===== config.mk =====
export PLATFORM = sky130hd
export DESIGN_NAME = hwd_watchdog
export DESIGN_NICKNAME = d
export VERILOG_FILES = /design/src/logic/hwd_pkg.sv /design/src/logic/hwd_watchdog.sv
export SDC_FILE = /design/constraint.sdc
export NUM_CORES = 1
export LEC_CHECK = 0
export ABC_CLOCK_PERIOD_IN_PS = 5550
export BUFFER_PORTS_ARGS = -buffer_cell sky130_fd_sc_hd__buf_2
export CAP_MARGIN = 20
export CELL_PAD_IN_SITES_DETAIL_PLACEMENT = 1
export CELL_PAD_IN_SITES_GLOBAL_PLACEMENT = 1
export CORE_MARGIN = 3
export CORE_UTILIZATION = 45
export CTS_CLUSTER_DIAMETER = 150
export DETAILED_ROUTE_END_ITERATION = 12
export GPL_TIMING_DRIVEN = 1
export PLACE_DENSITY_LB_ADDON = 0.25
export SYNTH_ARGS = -nofsm -noshare
export SYNTH_HDL_FRONTEND = slang
export SYNTH_SLANG_ARGS = --single-unit

===== constraint.sdc =====
create_clock -name I_CLK -period 5.55 [get_ports I_CLK]
set_input_delay 0.555 -clock I_CLK [delete_from_list [all_inputs] [get_ports I_CLK]]
set_output_delay 0.555 -clock I_CLK [all_outputs]
set_load 0.02 [all_outputs]

===== src/logic/hwd_pkg.sv =====
// Package for the host watchdog timer: port map, register fields, reset
// values and timing counts.
// Assumes a 50 MHz controller clock and host I/O cycles of one clock each.
package hwd_pkg;
   // ---------------------------------------------------------------------
   // Port map
   // ---------------------------------------------------------------------
   // Base I/O port of the watchdog block.
   localparam logic [15:0] HWD_BASE_PORT = 16'h0680;
   // Register shifts added to the base port.
   localparam logic [7:0] HWD_TIME_BASE_OFS = 8'h65;
   localparam logic [7:0] HWD_COUNT_OFS = 8'h66;
   localparam logic [7:0] HWD_CONFIG_OFS = 8'h67;
   localparam logic [7:0] HWD_CTRL_OFS = 8'h68;
   // Address width of the host I/O space.
   localparam int HWD_ADDR_W = 16;

   // ---------------------------------------------------------------------
   // Field positions and reset values
   // ---------------------------------------------------------------------
   // Time base: bit 7 selects minutes.
   localparam int HWD_TB_MIN_BIT = 7;
   // Configuration: keyboard, mouse restart enables and interrupt select.
   localparam int HWD_CFG_KBD_BIT = 1;
   localparam int HWD_CFG_MOUSE_BIT = 2;
   localparam int HWD_CFG_IRQ_LSB = 4;
   // Control: expired state, forced timeout, external trigger enable.
   localparam int HWD_CTL_EXPIRED_BIT = 0;
   localparam int HWD_CTL_FORCE_BIT = 2;
   localparam int HWD_CTL_EXT_BIT = 3;
   localparam logic [7:0] HWD_COUNT_RST = 8'h00;
   localparam logic [7:0] HWD_CONFIG_RST = 8'h00;
   localparam logic HWD_MIN_RST = 1'b0;

   // ---------------------------------------------------------------------
   // Timing
   // ---------------------------------------------------------------------
   // Clock rate and the one-second tick derived from it.
   localparam int HWD_CLK_HZ = 50000000;
   localparam int HWD_SEC_NS = 1000000000;
   localparam int HWD_CLK_NS = HWD_SEC_NS / HWD_CLK_HZ;
   localparam int HWD_SEC_CYCLES = HWD_SEC_NS / HWD_CLK_NS;
   // Seconds that make one minute.
   localparam int HWD_SEC_PER_MIN = 60;

   // Host I/O request, carried as one bundle.
   typedef struct packed {
      logic wr;
      logic rd;
      logic [HWD_ADDR_W-1:0] addr;
      logic [7:0] wdata;
   } hwd_io_req_type;
endpackage : hwd_pkg


===== src/logic/hwd_watchdog.sv =====
// Host watchdog timer: register file in host I/O space, second/minute
// time base, 8-bit countdown, restart sources and timeout routing.
// Assumes I/O requests are synchronous to I_CLK; keyboard, mouse and the
// external trigger are asynchronous pins and are synchronised here.
`timescale 1ns/1ns
`default_nettype none

// How it works
// - Registers decoded at port 680h plus shift.
// - Time base bit 7 picks minutes.
// - Zero count stops the watchdog; reset zero.
// - Nonzero count sets timeout in units.
// - Expiry raises mapped interrupt or reset.
// - Count write restarts from written value.
// - Config bit 1 lets keyboard restart.
// - Config bit 2 lets mouse restart.
// - Config bits 7:4 pick interrupt line.
// - Control bit 0 reads timeout state.
// - Control bit 2 forces timeout, self-clears.
// - Control bit 3 enables external trigger.
module hwd_watchdog
   import hwd_pkg::*;
#(
   parameter int SEC_CYCLES = HWD_SEC_CYCLES
) (
   // Clock and reset.
   input wire logic I_CLK,
   input wire logic I_SYS_RST,
   // Host I/O port access.
   input wire hwd_io_req_type I_IO_REQ,
   output logic [7:0] O_IO_RDATA,
   output logic O_IO_HIT,
   // Restart sources and external trigger pins.
   input wire logic I_KBD_ACTIVITY,
   input wire logic I_MOUSE_ACTIVITY,
   input wire logic I_EXTERNAL_TIMEOUT_TRIGGER,
   // Timeout outputs.
   output logic [15:0] O_IRQ,
   output logic O_WDT_RESET,
   output logic O_TIMEOUT
);

   // ---------------------------------------------------------------------
   // Address decode
   // ---------------------------------------------------------------------
   // Full port addresses of the four registers.
   localparam logic [15:0] A_TB = HWD_BASE_PORT + {8'h00, HWD_TIME_BASE_OFS};
   localparam logic [15:0] A_CNT = HWD_BASE_PORT + {8'h00, HWD_COUNT_OFS};
   localparam logic [15:0] A_CFG = HWD_BASE_PORT + {8'h00, HWD_CONFIG_OFS};
   localparam logic [15:0] A_CTL = HWD_BASE_PORT + {8'h00, HWD_CTRL_OFS};
   wire sel_tb = I_IO_REQ.addr == A_TB;
   wire sel_cnt = I_IO_REQ.addr == A_CNT;
   wire sel_cfg = I_IO_REQ.addr == A_CFG;
   wire sel_ctl = I_IO_REQ.addr == A_CTL;
   wire wr_tb = I_IO_REQ.wr && sel_tb;
   wire wr_cnt = I_IO_REQ.wr && sel_cnt;
   wire wr_cfg = I_IO_REQ.wr && sel_cfg;
   wire wr_ctl = I_IO_REQ.wr && sel_ctl;
   wire any_sel = sel_tb || sel_cnt || sel_cfg || sel_ctl;

   // ---------------------------------------------------------------------
   // Registers
   // ---------------------------------------------------------------------
   logic minutes_reg; // Time base unit select.
   logic [7:0] count_reg; // Value last written to the count register.
   logic [7:0] remain_reg; // Units left before expiry.
   logic [7:0] config_reg; // Restart enables and interrupt select.
   logic ext_en_reg; // External trigger enable.
   logic expired_reg; // Sticky timeout state.
   logic [31:0] sec_cnt_reg; // Cycles within the current second.
   logic [5:0] min_cnt_reg; // Seconds within the current minute.
   logic [2:0] kbd_sync_reg, mouse_sync_reg, ext_sync_reg; // Synchronisers.

   // Pin synchronisers: two stages, then an edge stage read by logic.
   always_ff @(posedge I_CLK or posedge I_SYS_RST) begin
      if (I_SYS_RST) begin
         kbd_sync_reg <= 3'h0;
         mouse_sync_reg <= 3'h0;
         ext_sync_reg <= 3'h0;
      end else begin
         kbd_sync_reg <= {kbd_sync_reg[1:0], I_KBD_ACTIVITY};
         mouse_sync_reg <= {mouse_sync_reg[1:0], I_MOUSE_ACTIVITY};
         ext_sync_reg <= {ext_sync_reg[1:0], I_EXTERNAL_TIMEOUT_TRIGGER};
      end
   end

   // Rising edges of activity; the first stage is never looked at here.
   wire kbd_edge = kbd_sync_reg[1] && !kbd_sync_reg[2];
   wire mouse_edge = mouse_sync_reg[1] && !mouse_sync_reg[2];
   wire ext_level = ext_sync_reg[1];

   // ---------------------------------------------------------------------
   // Time base
   // ---------------------------------------------------------------------
   // second tick
   wire sec_tick = sec_cnt_reg == 32'(SEC_CYCLES - 1);
   wire min_tick = sec_tick && (min_cnt_reg == 6'(HWD_SEC_PER_MIN - 1));
   wire unit_tick = minutes_reg ? min_tick : sec_tick;
   wire running = remain_reg != 8'h00;

   // Restart sources: a reload, or enabled keyboard or mouse activity.
   // keyboard restart
   wire kbd_restart = config_reg[HWD_CFG_KBD_BIT] && kbd_edge;
   wire mouse_restart = config_reg[HWD_CFG_MOUSE_BIT] && mouse_edge;
   wire act_restart = (kbd_restart || mouse_restart) && running;

   // Timeout causes.
   wire count_expire = running && unit_tick && remain_reg == 8'h01;
   wire force_to = wr_ctl && I_IO_REQ.wdata[HWD_CTL_FORCE_BIT];
   wire ext_to = ext_en_reg && ext_level;
   // An activity restart in the expiry cycle reloads the count, so the
   // expiry that it overtakes must not be reported as well.
   wire timeout_event = (count_expire && !wr_cnt && !act_restart) ||
      force_to || ext_to;

   // Prescaler restarts with each reload so the first unit is full length.
   always_ff @(posedge I_CLK or posedge I_SYS_RST) begin
      if (I_SYS_RST) begin
         sec_cnt_reg <= 32'h0;
         min_cnt_reg <= 6'h00;
      end else if (wr_cnt || act_restart || sec_tick) begin
         sec_cnt_reg <= 32'h0;
         if (wr_cnt || act_restart || min_tick) begin
            min_cnt_reg <= 6'h00;
         end else begin
            min_cnt_reg <= min_cnt_reg + 6'h01;
         end
      end else begin
         sec_cnt_reg <= sec_cnt_reg + 32'h1;
      end
   end

   // ---------------------------------------------------------------------
   // Host-written registers
   // ---------------------------------------------------------------------
   always_ff @(posedge I_CLK or posedge I_SYS_RST) begin
      if (I_SYS_RST) begin
         minutes_reg <= HWD_MIN_RST;
         config_reg <= HWD_CONFIG_RST;
         ext_en_reg <= 1'b0;
      end else begin
         if (wr_tb) begin
            minutes_reg <= I_IO_REQ.wdata[HWD_TB_MIN_BIT];
         end
         if (wr_cfg) begin
            config_reg <= I_IO_REQ.wdata;
         end
         if (wr_ctl) begin
            ext_en_reg <= I_IO_REQ.wdata[HWD_CTL_EXT_BIT];
         end
      end
   end

   // Countdown: a write reloads, activity restarts, ticks decrement.
   always_ff @(posedge I_CLK or posedge I_SYS_RST) begin
      if (I_SYS_RST) begin
         count_reg <= HWD_COUNT_RST;
         remain_reg <= HWD_COUNT_RST;
      end else if (wr_cnt) begin
         count_reg <= I_IO_REQ.wdata;
         remain_reg <= I_IO_REQ.wdata;
      end else if (act_restart) begin
         remain_reg <= count_reg;
      end else if (running && unit_tick) begin
         remain_reg <= remain_reg - 8'h01;
      end
   end

   // sticky expiry; a new timeout wins over a reload's clear.
   always_ff @(posedge I_CLK or posedge I_SYS_RST) begin
      if (I_SYS_RST) begin
         expired_reg <= 1'b0;
      end else if (timeout_event) begin
         expired_reg <= 1'b1;
      end else if (wr_cnt) begin
         expired_reg <= 1'b0;
      end
   end

   // ---------------------------------------------------------------------
   // Outputs
   // ---------------------------------------------------------------------
   // interrupt select
   wire [3:0] irq_sel = config_reg[HWD_CFG_IRQ_LSB +: 4];
   wire [15:0] irq_next = (timeout_event || expired_reg) && irq_sel != 4'h0
      ? 16'h0001 << irq_sel : 16'h0000;
   // interrupt or reset; reset is used when no interrupt is mapped.
   wire rst_next = (timeout_event || expired_reg) && irq_sel == 4'h0;
   // status readback; write-only bits read as zero.
   wire [7:0] ctl_rd = {4'h0, ext_en_reg, 2'b00, expired_reg};
   wire [7:0] rd_next = sel_cfg ? config_reg : sel_ctl ? ctl_rd : 8'h00;

   // Output flops: all outputs come straight from here.
   always_ff @(posedge I_CLK or posedge I_SYS_RST) begin
      if (I_SYS_RST) begin
         O_IO_RDATA <= 8'h00;
         O_IO_HIT <= 1'b0;
         O_IRQ <= 16'h0000;
         O_WDT_RESET <= 1'b0;
         O_TIMEOUT <= 1'b0;
      end else begin
         O_IO_RDATA <= I_IO_REQ.rd ? rd_next : 8'h00;
         O_IO_HIT <= I_IO_REQ.rd && any_sel;
         O_IRQ <= irq_next;
         O_WDT_RESET <= rst_next;
         O_TIMEOUT <= timeout_event;
      end
   end

   // ---------------------------------------------------------------------
   // Assertions
   // ---------------------------------------------------------------------
   property p_zero_stops;
      @(posedge I_CLK) disable iff (I_SYS_RST)
      (wr_cnt && I_IO_REQ.wdata == 8'h00 && !force_to && !ext_to)
         ##1 (!I_IO_REQ.wr && !ext_to)[*2] |-> !expired_reg;
   endproperty
   a_zero_stops: assert property (p_zero_stops) else $error("zero count ran");
   property p_reload;
      @(posedge I_CLK) disable iff (I_SYS_RST)
      wr_cnt |=> remain_reg == $past(I_IO_REQ.wdata);
   endproperty
   a_reload: assert property (p_reload) else $error("reload missed");
   property p_force;
      @(posedge I_CLK) disable iff (I_SYS_RST)
      force_to |=> O_TIMEOUT && expired_reg;
   endproperty
   a_force: assert property (p_force) else $error("force lost");
   property p_expire;
      @(posedge I_CLK) disable iff (I_SYS_RST)
      count_expire && !wr_cnt && !act_restart |=>
         expired_reg && remain_reg == 8'h00;
   endproperty
   a_expire: assert property (p_expire) else $error("expiry lost");
   property p_irq;
      @(posedge I_CLK) disable iff (I_SYS_RST)
      expired_reg && irq_sel != 4'h0 |=> O_IRQ[$past(irq_sel)] && !O_WDT_RESET;
   endproperty
   a_irq: assert property (p_irq) else $error("irq route wrong");
   property p_sticky;
      @(posedge I_CLK) disable iff (I_SYS_RST)
      expired_reg && !wr_cnt |=> expired_reg;
   endproperty
   a_sticky: assert property (p_sticky) else $error("expiry dropped");
   property p_status;
      @(posedge I_CLK) disable iff (I_SYS_RST)
      I_IO_REQ.rd && sel_ctl |=> O_IO_RDATA[0] == $past(expired_reg);
   endproperty
   a_status: assert property (p_status) else $error("status wrong");
   property p_ext;
      @(posedge I_CLK) disable iff (I_SYS_RST)
      ext_en_reg && ext_level |=> O_TIMEOUT;
   endproperty
   a_ext: assert property (p_ext) else $error("ext trigger lost");
   property p_kbd;
      @(posedge I_CLK) disable iff (I_SYS_RST)
      kbd_restart && running && !wr_cnt |=> remain_reg == $past(count_reg);
   endproperty
   a_kbd: assert property (p_kbd) else $error("kbd restart lost");
   c_expire: cover property (@(posedge I_CLK) count_expire);
   c_force: cover property (@(posedge I_CLK) force_to);
   c_mouse: cover property (@(posedge I_CLK) mouse_restart && running);
   c_min: cover property (@(posedge I_CLK) minutes_reg && min_tick);
endmodule : hwd_watchdog

`default_nettype wire


==> reports/metrics.sh <==
POWER.STATIC_LEAKAGE_nW=2.52
MAX_FFS_PER_REGISTER=32
YOSYS_WARNINGS=0
CTS_RESIZED=0
CRITPATHCAPTURETYPE='register'
PORTION_OF_TOTAL_POWER_ATTRIBUTED_TO_COMBINATIONAL_LOGIC_PCT=5.3
R2R_SLACK_NS=2.20
YOSYS.AREA.TOP_TYPE_SHARE_PCT=55.4
CLKTRANSATPATHREGS_NS=0.11
CTS_HTREE_LEVELS=3
SW_FRAC_OF_TOTAL_PCT=26.2
POST-CTS-SETUP-BUFFERS=0
AREA_GROWTH_SYN_TO_LAYOUT_PCT=14.2
SETUP_REPAIR_AFTER_GLOBAL_ROUTING_MISSED_ITS_MARGIN='false'
TOP_LEVEL_PORTS=58
GRT_MAX_DEGREE=53
CLOCK_SINK_COUNT=100
RR_ENDPOINT='O_IRQ[6]'
CTS_TREE='yes'
POSTROUTEWIRELENGTH_UM=10500
LAYOUTNONFILLERINSTCOUNT=621
GRT_FIRST_PASS_WIRELENGTH_UM=17900
FINAL_CORE_UTIL_PCT=54.2
TIMING.SETUP.TNS_NS=0
DP_HPWL_UM=7640
MAX-CLOCK-PATH-BUFFERS=2
ANTENNA_LEFT=0
FINAL.SETUP.WORST_SLACK_NS=2.20
YOSYSUNIQUECELLTYPES=54
SYNTH_FF_TYPE='dfrtp_1'
WIRE_PER_INST_UM=16.9
DRIVE_ABOVE_1_SHARE_PCT=20.1
FMAXACHIEVABLE_GHz=0.298
LEADING_CELL_TYPE_BY_NUMBER_OF_INSTANCES_AFTER_SYNTHESIS='dfrtp_1'
SYNTH-SEQ-CELLS=100
HOLD_VIOL_FINAL=0
CRITICAL_PATH.SLOWEST_CELL='nor3b_1'
WORSTHOLDPATHTYPE='in -> async'
CTS_HOLD_REPAIR.BUFFERS=0
SYNTH.YOSYS.SEQ_AREA_SHARE_PCT=55.4
PWR-SHARE-CLK_PCT=34.8
DETAILROUTE.VIA_COUNT=3373
MAPPED_CELL_AREA_UM2=4510
PLACEABLECOREAREA_UM2=9500
CAP_VIOL_MAX_COUNT=0
FIN_HOLD_WS_NS=0.259
DIE_W_UM=106
SYN_NETS=462
FIRST_ITER_VIOLATIONS=110
DIE_AREA_UM2=11300
SLEW_HEADROOM_PCT=35.4
FIN_WORST_SKEW_NS=0.0121
GLOBALPLACE.CONGESTION=0.792
IRDROPWORSTVDD_uV=171
CRITICAL_PATH_RT_NS=5.80
POWER_DENSITY_nW_PER_UM2=249
MAXSLEWVIOLCOUNT=0
GROUTE.USAGE.OVERALL_PCT=19.6
POST-SYNTH-TOP-AREA-CELL='dfrtp_1'
CTS_ROOT_BUF='clkbuf_8'
CHIPHEIGHT_UM=106
NETLIST_TOP_CELLS_AREA='dfrtp_1, nand2_1, nor2_1'
SEQUENTIAL_CELL_FRACTION_OF_TOTAL_POWER_PCT=59.9
PLACEDCELLCOUNT=605
INTERNAL_POWER_mW=0.948
NUMBER_OF_BUFFERS_CREATED_BY_CTS=9
DRC_ERRORS=0
DETAILEDPLACE.WORSTSLACK_NS=1.98
SYNTH_EDF_COUNT=0
SYNTHTOPCELLSBYCOUNT='dfrtp_1, nand2_1, nor2_1, xor2_1, nand3_1'
WORST_R2R_STARTPOINT='remain_reg[0]'
SYNTH_AREA_PER_CELL_UM2=10.6
TIMING.CRITICAL_PATH.FROM='remain_reg[0]'
WORST-ENDPOINT-ARRIVAL_NS=3.60
WORSTREGTOREGCELLS=9
GRT.OVERFLOW.TOTAL=0
CRITICAL_PATH.STARTPOINT_TYPE='register'
BUFFER_PORTS.INSERTED=57
WORSTMARGINPINSLEW_NS=0.967
FLOORPLAN.ROWS=35
CRIT_CHAIN='inv_1 -> ha_1 -> nor3b_1 -> o2bb2ai_1 -> o21ai_1 -> buf_4 -> o41ai_4 -> a211oi_2 -> nor4_1'
FIN_CRIT_NS=3.35
POWER.SWITCHING_mW=0.337
NUM_ANTENNA_CELLS=0
FIRST_GLOBAL_VIAS=3561
CRIT_TYPE='reg -> reg'
GRT_ANTENNA_BEFORE_REPAIR=0
DRTPASS1ITERATIONS=4
FINAL_SETUP_VIOLATING_ENDPOINTS=0
POST_SYNTH_ARST_SHARE_PCT=100
CRIT_FANOUT=16
RUN_STATUS='completed'
FIN_CRIT_SH_PCT=60.4
FILLCELLCOUNT=1086
DRT-VIAS-PER-INSTANCE=5.43
CP_SLOWEST_STAGE_DELAY_NS=0.57
WORSTSKEWPAIRLATENCY_NS=0.36
DESIGN.FINAL.NETS=522
SYNTHCELLS=427
FLOORPLAN.INITIALDENSITY_PCT=47.5
layout by cell type, fill, tap and decap left out, drive strengths merged, types with 2 or more instances in the layout:
master,instances
dfrtp,100
buf,62
nand2,52
nor2,52
xor2,19
nand3,17
xnor2,16
nor3,14
inv,13
nand4,12
and3,11
mux2,11
nor4,10
clkbuf,9
a21oi,7
o21ai,7
and4,5
nand2b,5
or3,5
or4,5
nor4b,4
nor2b,4
a31oi,4
ha,4
nor3b,3
or4bb,3
a21o,3
and2,3
o211ai,3
or2,3
and3b,2
or4b,2
a32oi,2
nand4b,2
a211o,2
clkinvlp,2
critical path: cells and delay by family, from the launching register on:
| family | cells | cell delay, ns |
|---|---|---|
| compound gates | 4 | 1.30 |
| fa+ha+maj | 1 | 0.21 |
| simple gates | 2 | 0.91 |
| buf+inv | 2 | 0.37 |
| flops | 1 | 0.45 |
area by class of cell:
cell class | instances | area [µm²] | area share [%]
Sequential cell | 100 | 2500 | 48.6
Multi-Input combinational cell | 305 | 1920 | 37.3
Timing Repair Buffer | 62 | 343 | 6.65
Tap cell | 129 | 161 | 3.13
Clock buffer | 9 | 124 | 2.40
Clock inverter | 7 | 66.3 | 1.29
Inverter | 9 | 36.3 | 0.704
cell families after synthesis:
group                    count (synthesis)  synth area share (%)
AO/OA/AOI/OAI                           36                  6.40
XOR/XNOR                                35                  6.79
adder cells (fa/ha/maj)                  4                  1.11
buffers and inverters                   22                  2.02
flip-flops                             100                  55.4
multiplexers                            12                  2.97
other                                    1                0.0831
AND/OR/NAND/NOR                        217                  25.2
metal layers:
layer | GRT usage (%) | vias to the layer above | share of wire, %
met3 | 3.52 | 10 | 4.5
li1 | - | 1608 | -
met4 | 5.55 | 0 | 1.1
met2 | 33.8 | 77 | 50
met5 | 0 | - | 0
met1 | 25.3 | 1678 | 45
worst max path at each step:
stage / depth (start not counted) / endpoint / slack (ns)
4_1_cts: 9 / O_IRQ[6] / 2.19
5_1_grt: 9 / O_IRQ[6] / 1.92
3_5_place_dp: 8 / O_IRQ[10] / 1.98
3_3_place_gp: 8 / sec_cnt_reg[0] / 1.94
6_report: 9 / O_IRQ[6] / 2.20
2_1_floorplan: 1 / O_IO_HIT / 2.38
power by group through the flow:
| stage | clock, mW | combinational [mW] | sequential [mW] |
|---|---|---|---|
| 4_1_cts | 0.463 | 0.0708 | 0.769 |
| 5_1_grt | 0.490 | 0.0773 | 0.772 |
| 6_report | 0.447 | 0.0687 | 0.769 |
| 3_5_place_dp | 0 | 0.0709 | 0.782 |
| 2_1_floorplan | 0 | 0.0416 | 0.776 |
| 3_3_place_gp | 0 | 0.0652 | 0.781 |
metrics by stage:
| stage | instance area (µm²) | power [mW] |
|---|---|---|
| global route | 5150 | 1.34 |
| detailed placement | 4960 | 0.853 |
| global placement | 4940 | 0.846 |
| finish | 5150 | 1.28 |
| CTS | 5150 | 1.30 |
| floorplan | 4510 | 0.818 |
Power figures use the tool's default switching activity.
